$ cat src/include/ebhg_pkg.sv
// Purpose: Shared constants and types for the external bus hold/grant block
// Assumes: One clock, 10 MHz, synchronous active-high reset
// Notes: All timing counts are in CPU clock periods
package ebhg_pkg;

  // ----------------------------------------------------------------
  // Timing
  // ----------------------------------------------------------------
  localparam int CLK_PERIOD_NS = 100;
  localparam int MIN_FLOAT_P = 4;          // Request low to bus float, least
  localparam int MAX_GRANT_P = 2;          // Float to grant low, most
  localparam int MIN_DROP_P = 4;           // Request high to grant high, least
  localparam int MAX_DROP_P = 7;           // Request high to grant high, most
  localparam int MIN_DRIVE_P = 3;          // Request high to bus driven, least
  localparam int MAX_DRIVE_P = 6;          // Request high to bus driven, most
  localparam int SYNC_STAGES = 2;
  localparam int BURST_KEEP_MIN = 8;       // Least SDRAM accesses kept
  localparam int CNT_W = 4;

  // Counts from the request pin edge; the synchroniser eats SYNC_STAGES cycles
  localparam logic [CNT_W-1:0] FLOAT_WAIT = CNT_W'(MIN_FLOAT_P - SYNC_STAGES);
  localparam logic [CNT_W-1:0] DRIVE_WAIT = CNT_W'(MIN_DRIVE_P + 1 - SYNC_STAGES);
  localparam logic [CNT_W-1:0] DROP_WAIT = CNT_W'(MIN_DROP_P + 1 - SYNC_STAGES);
  localparam logic [CNT_W-1:0] BURST_KEEP = CNT_W'(BURST_KEEP_MIN);

  // ----------------------------------------------------------------
  // Bus pin widths
  // ----------------------------------------------------------------
  localparam int DATA_W = 32;
  localparam int ADDR_W = 20;
  localparam int CE_W = 4;
  localparam int BE_W = 4;

  // Output enables are low while driving
  localparam logic OE_DRIVE = 1'b0;
  localparam logic OE_FLOAT = 1'b1;

  // ----------------------------------------------------------------
  // Types
  // ----------------------------------------------------------------
  typedef enum logic [2:0] {
    EBHG_OWN     = 3'h0,
    EBHG_DRAIN   = 3'h1,
    EBHG_FLOAT   = 3'h2,
    EBHG_HELD    = 3'h3,
    EBHG_RELEASE = 3'h4,
    EBHG_DRIVE   = 3'h5
  } ebhg_state_t;

  // Bus pin values driven by the memory controller
  typedef struct packed {
    logic [CE_W-1:0] chip_enables_n;
    logic [BE_W-1:0] byte_lane_enables_n;
    logic [DATA_W-1:0] ext_data_lines;
    logic [ADDR_W-1:0] ext_addr_lines;
    logic async_read_strobe_n;
    logic async_output_en_n;
    logic async_write_strobe_n;
    logic sbsram_addr_strobe_n;
    logic sbsram_output_en_n;
    logic sbsram_write_en_n;
    logic sdram_addr_bit_ten;
    logic sdram_row_strobe_n;
    logic sdram_col_strobe_n;
    logic sdram_write_en_n;
  } ebhg_bus_t;

  // Activity of the memory controller
  typedef struct packed {
    logic async_busy;      // Async access in progress
    logic sdram_busy;      // SDRAM access in progress
    logic sdram_access;    // One SDRAM read or write done this cycle
    logic other_busy;      // Any other pending access
  } ebhg_xact_t;

endpackage : ebhg_pkg

$ cat src/core/ebhg_sync.sv
// Purpose: Two-flop synchroniser for the asynchronous bus request
// Assumes: Input may change at any time
// Notes: Resets to the idle (high) level
`timescale 1ns/1ps
`default_nettype none
module ebhg_sync
  import ebhg_pkg::*;
#(
  parameter logic RESET_VAL = 1'b1
) (
  input wire logic i_mclk,
  input wire logic i_rst,
  input wire logic i_async,
  output logic o_sync
);

  logic meta;
  logic stable;
  logic next_meta;
  logic next_stable;

  // Next values of the two stages
  always_comb begin
    next_meta = i_async;
    next_stable = meta;
  end

  // First stage read only by the second
  always_ff @(posedge i_mclk) begin
    if (i_rst) begin
      meta <= RESET_VAL;
      stable <= RESET_VAL;
    end else begin
      meta <= next_meta;
      stable <= next_stable;
    end
  end

  assign o_sync = stable;

endmodule // ebhg_sync
`default_nettype wire

$ cat src/core/ebhg_burst.sv
// Purpose: Tracks whether pending external traffic may be cut for a hold
// Assumes: Activity flags come from the memory controller in the same clock
// Notes: Counts consecutive SDRAM accesses toward the burst-keep minimum
`timescale 1ns/1ps
`default_nettype none
module ebhg_burst
  import ebhg_pkg::*;
#(
  parameter int KEEP = BURST_KEEP_MIN
) (
  input wire logic i_mclk,
  input wire logic i_rst,
  input wire logic i_sdram_burst_keep,
  input wire ebhg_xact_t i_xact,
  output logic o_idle
);

  // Keep count must fit the run counter; refused at elaboration
  if (KEEP < 1 || KEEP > 15) begin : g_keep_bad
    $error("ebhg_burst: KEEP out of range");
  end

  localparam logic [CNT_W-1:0] KEEP_CNT = CNT_W'(KEEP);

  logic [CNT_W-1:0] run;
  logic [CNT_W-1:0] next_run;

  // Consecutive SDRAM access count, saturating
  always_comb begin
    next_run = run;
    if (!i_xact.sdram_busy) begin
      next_run = '0;
    end else if (i_xact.sdram_access && run != KEEP_CNT) begin
      next_run = run + CNT_W'(1);
    end
  end

  always_ff @(posedge i_mclk) begin
    if (i_rst) begin
      run <= '0;
    end else begin
      run <= next_run;
    end
  end

  always_comb begin
    o_idle = !i_xact.async_busy && !i_xact.other_busy;
    if (i_xact.sdram_busy && (!i_sdram_burst_keep || run != KEEP_CNT)) begin
      o_idle = 1'b0;
    end
  end

endmodule // ebhg_burst
`default_nettype wire

$ cat src/core/ebhg_top.sv
// Purpose: Bus hold and grant handshake of the external memory interface
// Assumes: Single 10 MHz clock, synchronous active-high reset
// Notes: Bus pins leave as value plus one shared active-low output enable
// Notes on behaviour
// - The bus request passes a two-flop synchroniser so it may be asynchronous.
// - The bus floats no sooner than four periods after the request falls.
// - The grant goes low at most two periods after the bus has floated.
// - The grant returns high four to seven periods after the request rises.
// - The bus is driven again three to six periods after the request rises.
// - Pending external accesses complete before the grant is given; with burst keep set an SDRAM burst is cut after eight accesses.
// - While grant inhibit is one the bus is not floated; a bus already floated is still granted.
// - A stretched async access and, with burst keep set, eight SDRAM accesses finish first.
// - Every bus output floats while the bus is held.
// - With no traffic the bus is released and granted at the least delay.
`timescale 1ns/1ps
`default_nettype none
module ebhg_top
  import ebhg_pkg::*;
#(
  parameter int BURST_KEEP_N = BURST_KEEP_MIN
) (
  input wire logic i_mclk,
  input wire logic i_rst,
  input wire logic i_bus_request_n,
  input wire logic i_grant_inhibit,
  input wire logic i_sdram_burst_keep,
  input wire ebhg_xact_t i_xact,
  input wire ebhg_bus_t i_bus,
  output logic o_hold_pending,
  output ebhg_bus_t o_bus,
  output logic o_bus_oe_n,
  output logic o_bus_grant_out_n
);

  // ----------------------------------------------------------------
  // Request synchronisation and traffic status
  // ----------------------------------------------------------------
  logic req_n_sync;
  logic traffic_idle;

  ebhg_sync #(
    .RESET_VAL(1'b1)
  ) u_sync (
    .i_mclk(i_mclk),
    .i_rst(i_rst),
    .i_async(i_bus_request_n),
    .o_sync(req_n_sync)
  );

  ebhg_burst #(
    .KEEP(BURST_KEEP_N)
  ) u_burst (
    .i_mclk(i_mclk),
    .i_rst(i_rst),
    .i_sdram_burst_keep(i_sdram_burst_keep),
    .i_xact(i_xact),
    .o_idle(traffic_idle)
  );

  // ----------------------------------------------------------------
  // Hold sequencer
  // ----------------------------------------------------------------
  ebhg_state_t state;
  ebhg_state_t next_state;
  logic [CNT_W-1:0] cnt;
  logic [CNT_W-1:0] next_cnt;
  logic oe_n;
  logic next_oe_n;
  logic grant_n;
  logic next_grant_n;
  logic req_seen;

  assign req_seen = !req_n_sync;

  // Next state, counter, enable and grant
  always_comb begin
    next_state = state;
    next_cnt = cnt;
    next_oe_n = oe_n;
    next_grant_n = grant_n;
    case (state)
      EBHG_OWN: begin
        next_cnt = CNT_W'(1);
        if (req_seen && !i_grant_inhibit) begin
          next_state = EBHG_DRAIN;
        end
      end
      EBHG_DRAIN: begin
        if (cnt != FLOAT_WAIT) begin
          next_cnt = cnt + CNT_W'(1);
        end
        if (!req_seen) begin
          next_state = EBHG_OWN;
        end else if (cnt == FLOAT_WAIT && traffic_idle && !i_grant_inhibit) begin
          next_state = EBHG_FLOAT;
          next_oe_n = OE_FLOAT;
        end
      end
      EBHG_FLOAT: begin
        next_state = EBHG_HELD;
        next_grant_n = 1'b0;
      end
      EBHG_HELD: begin
        next_cnt = CNT_W'(1);
        if (!req_seen == 1'b0) begin
          next_state = EBHG_HELD;
        end else begin
          next_state = EBHG_RELEASE;
        end
      end
      EBHG_RELEASE: begin
        next_cnt = cnt + CNT_W'(1);
        if (cnt == DRIVE_WAIT) begin
          next_oe_n = OE_DRIVE;
          next_state = EBHG_DRIVE;
        end
      end
      EBHG_DRIVE: begin
        next_cnt = cnt + CNT_W'(1);
        if (cnt == DROP_WAIT) begin
          next_grant_n = 1'b1;
          next_state = EBHG_OWN;
        end
      end
      default: begin
        next_state = EBHG_OWN;
        next_oe_n = OE_DRIVE;
        next_grant_n = 1'b1;
      end
    endcase
  end

  always_ff @(posedge i_mclk) begin
    if (i_rst) begin
      state <= EBHG_OWN;
      cnt <= '0;
      oe_n <= OE_DRIVE;
      grant_n <= 1'b1;
    end else begin
      state <= next_state;
      cnt <= next_cnt;
      oe_n <= next_oe_n;
      grant_n <= next_grant_n;
    end
  end

  // ----------------------------------------------------------------
  // Bus pin register
  // ----------------------------------------------------------------
  ebhg_bus_t bus_q;
  ebhg_bus_t next_bus_q;

  // Value follows controller; parked at inactive levels while floated
  always_comb begin
    if (next_oe_n == OE_FLOAT) begin
      next_bus_q = '1;
    end else begin
      next_bus_q = i_bus;
    end
  end

  always_ff @(posedge i_mclk) begin
    if (i_rst) begin
      bus_q <= '1;
    end else begin
      bus_q <= next_bus_q;
    end
  end

  assign o_bus = bus_q;
  assign o_bus_oe_n = oe_n;
  assign o_bus_grant_out_n = grant_n;
  assign o_hold_pending = (state == EBHG_DRAIN);

endmodule // ebhg_top
`default_nettype wire

$ cat config.mk
export PLATFORM = sky130hd
export DESIGN_NAME = ebhg_top
export DESIGN_NICKNAME = d
export VERILOG_FILES = /design/src/include/ebhg_pkg.sv /design/src/core/ebhg_sync.sv /design/src/core/ebhg_burst.sv /design/src/core/ebhg_top.sv
export SDC_FILE = /design/constraint.sdc
export NUM_CORES = 1
export LEC_CHECK = 0
export ABC_AREA = 1
export BUFFER_PORTS_ARGS = -buffer_cell sky130_fd_sc_hd__buf_2
export CORE_ASPECT_RATIO = 1.4
export CORE_UTILIZATION = 41
export DETAILED_ROUTE_END_ITERATION = 10
export GPL_ROUTABILITY_DRIVEN = 0
export HOLD_SLACK_MARGIN = 0.02
export MAX_ROUTING_LAYER = met4
export PLACE_DENSITY = 0.72
export SLEW_MARGIN = 20
export SYNTH_ARGS = -nofsm -noshare
export SYNTH_HDL_FRONTEND = slang
export SYNTH_SLANG_ARGS = --single-unit
$ cat constraint.sdc
create_clock -name i_mclk -period 1.3 [get_ports i_mclk]
set_input_delay 0.13 -clock i_mclk [delete_from_list [all_inputs] [get_ports i_mclk]]
set_output_delay 0.13 -clock i_mclk [all_outputs]
set_load 0.1 [all_outputs]
==> impl_metrics.ini, run 1 <==
[status]
outcome = finished, violations left
violations = setup timing

[worst_setup_path]
critPathLaunchType = register
worstPathArrival_ps = 1740
cp-end-kind = register
required_ps = 1520
crit_type = register to register
rr_worst_depth = 7
worstPathMaxFanout = 29

[detailed_routing]
wl_per_cell_um = 13.5
drt.antenna.violating_nets = 0
drtIter0Drc = 113
num_vias = 3172
drc = 0
vias_per_cell = 4.54
dr.pass1.iters = 4
drt-total-wl_um = 9410

[logic_synthesis]
synth_seq_area_share_pct = 55.5
syn-cell-area_um2 = 3070
ys_ff_latch = 85
yosys_warnings = 0
synth_cells = 347
synth_cell_types = 24
synth_fp_nets = 430
syn_avg_cell_area_um2 = 8.83

[layout]
fin_cells = 698
drive_gt1_share_pct = 47.8
n_antenna_cell = 0
final.fill_count = 497
layout_commonest_cell = buf_2
final_cell_mix = buf_2 (150), inv_1 (81), dfxtp_1 (77)
synthToLayoutAreaGrowth_pct = 72.8
fin_util_pct = 74.4
nNetsFinal = 682

[sta]
tightest_slew_ps = 520
slew_violations = 0
clock_skew_ps = 8.36
hold_ws_ps = 65.2
slew_headroom_pct = 65.6
setup_violations = 77
fmax_ghz = 0.658
rsz0062_at_grt = yes
finalCritPeriodShare_pct = 117
timing.final.crit_period_ps = 1520
hold_viol_final = 0
worst_slack_ps = -221

[grt]
grt_max_degree = 59
grt_pass1_wl_um = 14100
grt_remaining_overflow = 0
antenna_found_initial = 0
grt_usage_pct = 24.5
grt_pass1_vias = 3161

[floorplanning]
die_h_um = 104
die-area_um2 = 7830
coreArea_um2 = 7120
die_w_um = 75.1
ios = 152
rows = 36
initial_core_util_pct = 43.1

[cts]
cts_buffers = 9
cts.sinks = 85
cts_root_buf = clkbuf_8
clock_path_buffers = 2
insertion_delay_ps = 350
path_clk_slew_ps = 80
cts_tree = yes
h-tree-depth = 3

[hold_path]
hold_depth = 2
hp-class = input pin to register

[power_and_ir_drop]
power_density_nw_per_um2 = 1340
ir_drop_v = 0.000972
power.leakage_nw = 2.69

[place]
numPortBuffers = 151
hpwl_um = 5210
dpl.cell_count = 600

[job]
drv_cap = 0
-- logic make-up (layout without fill, tap and decap cells) --
kind of cell	after synthesis	count (layout)	share of synthesized area (%)
AO/OA/AOI/OAI	20	20	3.76
adder cells (fa/ha/maj)	4	4	1.63
buffers and inverters	105	361	14.8
flip-flops	85	85	55.5
AND/OR/NAND/NOR	133	133	24.3
-- Yosys cell counts (all sizes together) --
| master | count | area share (%) |
|---|---|---|
| a21oi | 7 | 1.1 |
| buf | 10 | 3.2 |
| clkbuf | 5 | 0.61 |
| dfxtp | 85 | 56 |
| ha | 4 | 1.6 |
| inv | 90 | 11 |
| nand2 | 23 | 3.5 |
| nand3 | 85 | 17 |
| nand4 | 2 | 0.41 |
| nor2 | 20 | 2.7 |
| nor3 | 1 | 0.16 |
| o211ai | 2 | 0.65 |
| o21ai | 10 | 1.8 |
| o22ai | 1 | 0.20 |
| or2 | 2 | 0.41 |
-- per-layer routing --
metal | track usage (%) | up-vias | wire length [µm]
met4 | 11.2 | 0 | 262
met1 | 23.7 | 1455 | 3430
met5 | - | - | 0
met2 | 44.3 | 129 | 5250
met3 | 5.62 | 26 | 467
li1 | - | 1562 | -
-- worst paths after layout --
kind / startpoint / to / slack, ps
setup / recovery: state[2] / o_bus[55] / -220
hold / removal: i_rst / state[1] / 70
hold reg to reg: u_sync.meta / u_sync.o_sync / 410
setup reg to reg: state[2] / o_bus[55] / -220
-- worst max-delay path: stages, from the launching register on --
cell,delay [ps]
dfxtp_4,370
inv_4,40
buf_6,120
a21oi_1,230
o211ai_2,140
nand2_4,170
buf_12,210
nand3_1,100
-- state kept, by name (all words and copies together) (netlist names) --
| signal | count |
|---|---|
| state | 3 |
| u_sync.o_sync | 1 |
| o_bus_grant_out_n | 1 |
| u_burst.run | 4 |
| o_bus | 70 |
| o_bus_oe_n | 1 |
| u_sync.meta | 1 |
| cnt | 4 |
-- per-stage QoR --
| stage | power, mW | area, µm² | setup WS (ps) | TNS, ps |
|---|---|---|---|---|
| 2_1_floorplan | 4.43 | 3170 | -265 | -19830 |
| 3_3_place_gp | 4.92 | 4160 | -93.0 | -4970 |
| 3_5_place_dp | 4.95 | 4160 | -145 | -7640 |
| 4_1_cts | 6.96 | 5200 | -166 | -6830 |
| 5_1_grt | 7.42 | 5300 | -273 | -16860 |
| 6_report | 7.10 | 5300 | -221 | -11900 |
-- report_power, final --
group	switching (mW)	internal [mW]
combinational	1.68	0.815
clock	0.887	0.841
sequential	0.0908	2.79
total	2.65	4.44
-- final cells by class --
cell class	instances	area, µm²	area share, %
clock buffer	12	165	3.12
clock inverter	3	18.8	0.354
inverter	90	340	6.42
multi-input combinational	157	1130	21.3
sequential	85	1720	32.4
tap	95	119	2.24
timing repair buffer	256	1810	34.2
-- what timing repair did --
| action | 4_1_cts | 5_1_grt |
|---|---|---|
| hold endpoints to repair | 71 | 0 |
| endpoints found under the setup margin | 72 | 82 |
| pin swaps | 3 | 17 |
| gates resized for setup | 17 | 34 |
| setup buffers | 8 | 4 |
| hold buffers | 71 | 0 |
| cloned | 1 | 0 |
Note: power is estimated with default switching activity, not from simulation.
==> run 2: changes to the inputs <==
Settings changed: CORE_MARGIN set to 2.
==> run 2 against run 1 <==
The flow still finishes with violations (setup timing). Hold slack gained 17 ps. First-iteration DRC count shrank 12%. Die area grew 4.6%. Sequential share of layout area is essentially flat. Power shrank 2.4%. Critical path depth grew 2. Sequential cell count is the same. Sequential power is essentially flat. Register-to-register slack gained 90 ps. Wire length shrank 3.8%. Combinational power is essentially flat. Clock-buffer cell count grew 1.
==> impl_metrics.ini, run 2 (synthesis results as in run 1) <==
[status]
outcome = finished, violations left
violations = setup timing

[detailed_routing]
drc = 0
drt-total-wl_um = 9060
vias_per_cell = 4.50
dr.pass1.iters = 4
drtIter0Drc = 100
drt.antenna.violating_nets = 0
wl_per_cell_um = 13.0
num_vias = 3137

[place]
pre_cts_slack_ps = -160
numPortBuffers = 151
dpl.cell_count = 601
placed_cell_area_um2 = 4150
hpwl_um = 5410

[worst_setup_path]
cp_slowest_cell = dfxtp_2
cp-end-kind = register
crit_chain = inv_2 > ha_4 > nand4_1 > nand2_1 > nand2_1 > o21ai_2 > nand2_4 > buf_12 > nand3_1
worstPathMaxFanout = 21
worstPathArrival_ps = 1640
cpPeakStageDelay_ps = 340
required_ps = 1510
crit_type = register to register
critPathLaunchType = register
cpMostUsedCell = nand2_1

[cts]
insertion_delay_ps = 340
cts_tree = yes
cts.sinks = 85
path_clk_slew_ps = 80
clock_path_buffers = 2
cts_buffers = 9
cts_root_buf = clkbuf_8
h-tree-depth = 3

[hold_path]
hp-class = input pin to register

[layout]
synthToLayoutAreaGrowth_pct = 72.9
drive_gt1_share_pct = 47.3
largest_register_ff_count = 70
nNetsFinal = 680
seq_area_um2 = 1720
fin_cells = 697
final_cell_mix = buf_2 (149), inv_1 (81), dfxtp_1 (78)
fin_util_pct = 72.4
final.fill_count = 532
layout_commonest_cell = buf_2
multi_input_area_um2 = 1160
post-route-cell-area_um2 = 5300
n_antenna_cell = 0

[sta]
finalCritPeriodShare_pct = 110
worst_slack_ps = -129
clock_skew_ps = 8.96
fmax_ghz = 0.700
timing.final.crit_period_ps = 1430
hold_viol_final = 0
hold_ws_ps = 82.3
slew_headroom_pct = 66.4
fin_setup_tns_ps = -6810
rsz0062_at_grt = yes
tightest_slew_ps = 508
slew_violations = 0
setup_violations = 74

[power_and_ir_drop]
power.leakage_nw = 2.68
power_mw = 6.93
ir_drop_v = 0.000968
power_density_nw_per_um2 = 1310

[grt]
grt_usage_pct = 23.0
grt_remaining_overflow = 0
antenna_found_initial = 0
grt_pass1_vias = 3228
grt_max_degree = 52
grt_pass1_wl_um = 14500

[job]
drv_cap = 0

[floorplanning]
initial_core_util_pct = 41.9
coreArea_um2 = 7310
die_w_um = 77.1
die_h_um = 106
ios = 152
die-area_um2 = 8190
rows = 37
-- run 2: timing repair --
item | in CTS | in global routing
hold buffers | 71 | 0
gates cloned | 1 | 0
hold endpoints to repair | 71 | 0
buffers inserted | 7 | 3
endpoints found under the setup margin | 78 | 82
pin swaps | 6 | 8
gates resized for setup | 29 | 22
-- run 2: power by group --
group	internal (mW)	switching [mW]	leakage, nW	total, mW
logic	0.801	1.68	1.89	2.48
registers	2.79	0.0859	0.711	2.87
clock network	0.732	0.845	0.0796	1.58
total	4.32	2.61	2.68	6.93
-- run 2: path summary, 6_finish.rpt --
check	slack [ps]	cells past startpoint	startpoint	to
max	-130	9	u_burst.run[0]	o_bus[62]
max reg2reg	-130	9	u_burst.run[0]	o_bus[62]
min reg2reg	410	1	u_sync.meta	u_sync.o_sync
min	80	2	i_rst	o_bus_oe_n
-- run 2: cell type report --
class | count | area share, %
Tap cell | 97 | 2.29
Multi-Input combinational cell | 157 | 21.9
Inverter | 90 | 6.42
Clock inverter | 1 | 0.165
Timing Repair Buffer | 254 | 34.1
Sequential cell | 85 | 32.4
Clock buffer | 13 | 2.81
-- run 2: critical path, delay by kind of cell (launching register included) --
family                   cells  cell delay, ps
AO/OA/AOI/OAI                1              70
adder cells (fa/ha/maj)      1             150
buffers and inverters        2             250
flip-flops                   1             340
AND/OR/NAND/NOR              5             500
-- run 2: layer usage --
| layer | up-vias | global-route usage (%) | routed length (µm) |
|---|---|---|---|
| met1 | 1432 | 23.7 | 3380 |
| met4 | 0 | 10.6 | 283 |
| met2 | 118 | 41.4 | 4950 |
| met3 | 28 | 5.35 | 444 |
| met5 | - | - | 0 |
| li1 | 1559 | - | - |
==> run 3: changes to the inputs <==
Settings changed: PLACE_DENSITY 0.72 to 0.71, SYNTH_HIERARCHICAL set to 1.
==> run 3 against run 2 <==
The run still ends with setup timing left. Highest routed layer unchanged. Via count rose by 8.0%. Clock skew rose by 5.1 ps. Global-route usage rose by 0.58 points. Combinational power fell by 5%.
==> impl_metrics.ini, run 3 <==
[status]
outcome = finished, violations left
violations = setup timing

[cts]
h-tree-depth = 3
cts_root_buf = clkbuf_8
clock_path_buffers = 2
path_clk_slew_ps = 90
cts_buffers = 9
cts.sinks = 85
cts_tree = yes
insertion_delay_ps = 350

[detailed_routing]
vias_per_cell = 4.74
num_vias = 3388
drt.antenna.violating_nets = 0
wl_per_cell_um = 13.8
drt-total-wl_um = 9870
dr.pass1.iters = 5
drc = 0
drtIter0Drc = 114

[logic_synthesis]
yosys_warnings = 6
yosysMostFrequentCell = inv_1
synth_cells = 362
synth_seq_area_share_pct = 54.1
synth_ff_type = dfxtp_1
syn_avg_cell_area_um2 = 8.69
syn-cell-area_um2 = 3140
synth_fp_nets = 445
async_flop_share_pct = 0
ys_ff_latch = 85
synth.top_cell.area_share_pct = 54.1
netlist_top_cells_count = inv_1 (88), dfxtp_1 (85), nand4_1 (74)
synth_edf_count = 0
yosysTopAreaCell = dfxtp_1
synth_area_leaders = dfxtp_1 (54%), nand4_1 (15%), inv_1 (11%), nand2_1 (3.6%), buf_6 (2.5%)
synth_cell_types = 28

[place]
hpwl_um = 5590
pre_cts_slack_ps = -338
dpl.cell_count = 616
numPortBuffers = 151

[worst_setup_path]
cp_slowest_cell = dfxtp_2
cp-end-kind = register
crit_chain = inv_2 > ha_4 > nand2_2 > inv_2 > nand3_2 > a21oi_2 > nand4_1 > o21bai_1 > nand2_2 > buf_12 > buf_16 > nand4_1
required_ps = 1580
rr_worst_depth = 12
worstPathMaxFanout = 8
r2r_start = u_burst/run[0]
critPathLaunchType = register
reg2reg_to = o_bus[68]
crit_type = register to register
reg2reg_slack_ps = -360
worstPathArrival_ps = 1940
cpPeakStageDelay_ps = 330

[layout]
seq_area_um2 = 1710
largest_register_ff_count = 70
nNetsFinal = 696
final.fill_count = 549
fin_util_pct = 72.4
synthToLayoutAreaGrowth_pct = 70.6
fin_cells = 715
final_cell_mix = buf_2 (149), inv_1 (82), dfxtp_1 (77)
layout_commonest_cell = buf_2
multi_input_area_um2 = 1080
drive_gt1_share_pct = 41.3

[grt]
grt_usage_pct = 23.6
grt_pass1_vias = 3438
met2_usage_pct = 43.5
grt_pass1_wl_um = 15100
met1_usage_pct = 22.9
grt_remaining_overflow = 0
busiest_layer = met2
antenna_found_initial = 0
grt_use_met3_pct = 3.44
grt_max_degree = 55

[sta]
slew_headroom_pct = 66.1
clock_skew_ps = 14.1
rsz0062_at_grt = yes
worst_slack_ps = -360
fmax_ghz = 0.602
finalCritPeriodShare_pct = 128
timing.final.crit_period_ps = 1660
tightest_slew_ps = 512
setup_violations = 77
fin_setup_tns_ps = -23430
slew_violations = 0
hold_viol_final = 0

[power_and_ir_drop]
power_frac_seq_pct = 40.9
power_density_nw_per_um2 = 1280
intPower_mw = 4.27
sw_frac_of_total_pct = 38.1
power.leakage_nw = 2.68
p_comb_share_pct = 34.2
clkPwrFrac_pct = 24.9
p_sw_mw = 2.62
ir_drop_v = 0.00100

[floorplanning]
die_h_um = 108
rows = 37
die_w_um = 78.0
coreArea_um2 = 7410
ios = 152
initial_core_util_pct = 42.4
die-area_um2 = 8400

[job]
drv_cap = 0

[hold_path]
hp-class = input pin to register
min_to = cnt[1]
hold_path_startpoint = i_rst
hold_depth = 2
## run 3: what timing repair did
action	CTS	global route
gates cloned	1	0
setup buffers	8	3
hold buffers	71	0
pin swaps	9	17
endpoints found under the hold margin	71	0
endpoints found under the setup margin	79	79
gates resized for setup	23	12
## run 3: how the worst max path moves through the flow
stage	depth (start not counted)	slack, ps	to	start
2_1_floorplan	10	-270	cnt[2]	state[2]
3_3_place_gp	11	-270	o_bus[50]	u_burst/run[1]
3_5_place_dp	11	-340	o_bus[26]	u_burst/run[0]
4_1_cts	12	-350	o_bus[15]	u_burst/run[0]
5_1_grt	12	-480	o_bus[15]	u_burst/run[0]
6_report	12	-360	o_bus[68]	u_burst/run[0]
## run 3: power by group through the flow
stage	Combinational [mW]	Clock, mW	Sequential, mW
after floorplan	0.530	0	3.82
after global placement	1.96	0	2.88
after detailed placement	1.97	0	2.88
after CTS	2.24	1.78	2.82
after global routing	2.47	1.86	2.83
final	2.36	1.72	2.82
## run 3: per-layer routing
layer	vias to the layer above	part of all wire, %
met3	32	4.5
met4	0	4.1
li1	1675	-
met5	-	0
met1	1537	36
met2	144	55
## run 3: kinds of logic (layout without fill, tap and decap cells)
group	Yosys count	in the layout	share of synthesized area, %
simple gates	141	141	24.9
compound gates	17	17	3.70
buf+inv	115	370	15.7
fa+ha+maj	4	4	1.59
flops	85	85	54.1
other cells	0	1	0
## run 3: area by class of cell
cell class	instances	share of cell area, %
Clock buffer	10	2.57
Multi-Input combinational cell	162	20.1
Timing Repair Buffer	261	35.6
Antenna cell	1	0.0466
Tap cell	97	2.26
Inverter	94	6.67
Sequential cell	85	31.9
Clock inverter	5	0.816
## run 3: stage by stage
step | area [µm²] | power [mW] | hold WS (ps)
3_3_place_gp | 4230 | 4.83 | 308
5_1_grt | 5360 | 7.16 | 68.5
4_1_cts | 5290 | 6.84 | 50.1
3_5_place_dp | 4230 | 4.85 | 319
2_1_floorplan | 3200 | 4.35 | 189
6_report | 5370 | 6.89 | 78.1
## run 3: worst max-delay path, delay by kind of cell (launching register included)
kind,cells,cell delay [ps]
adder cells (fa/ha/maj),1,130
flip-flops,1,330
AND/OR/NAND/NOR,5,420
buffers and inverters,4,390
AO/OA/AOI/OAI,2,320
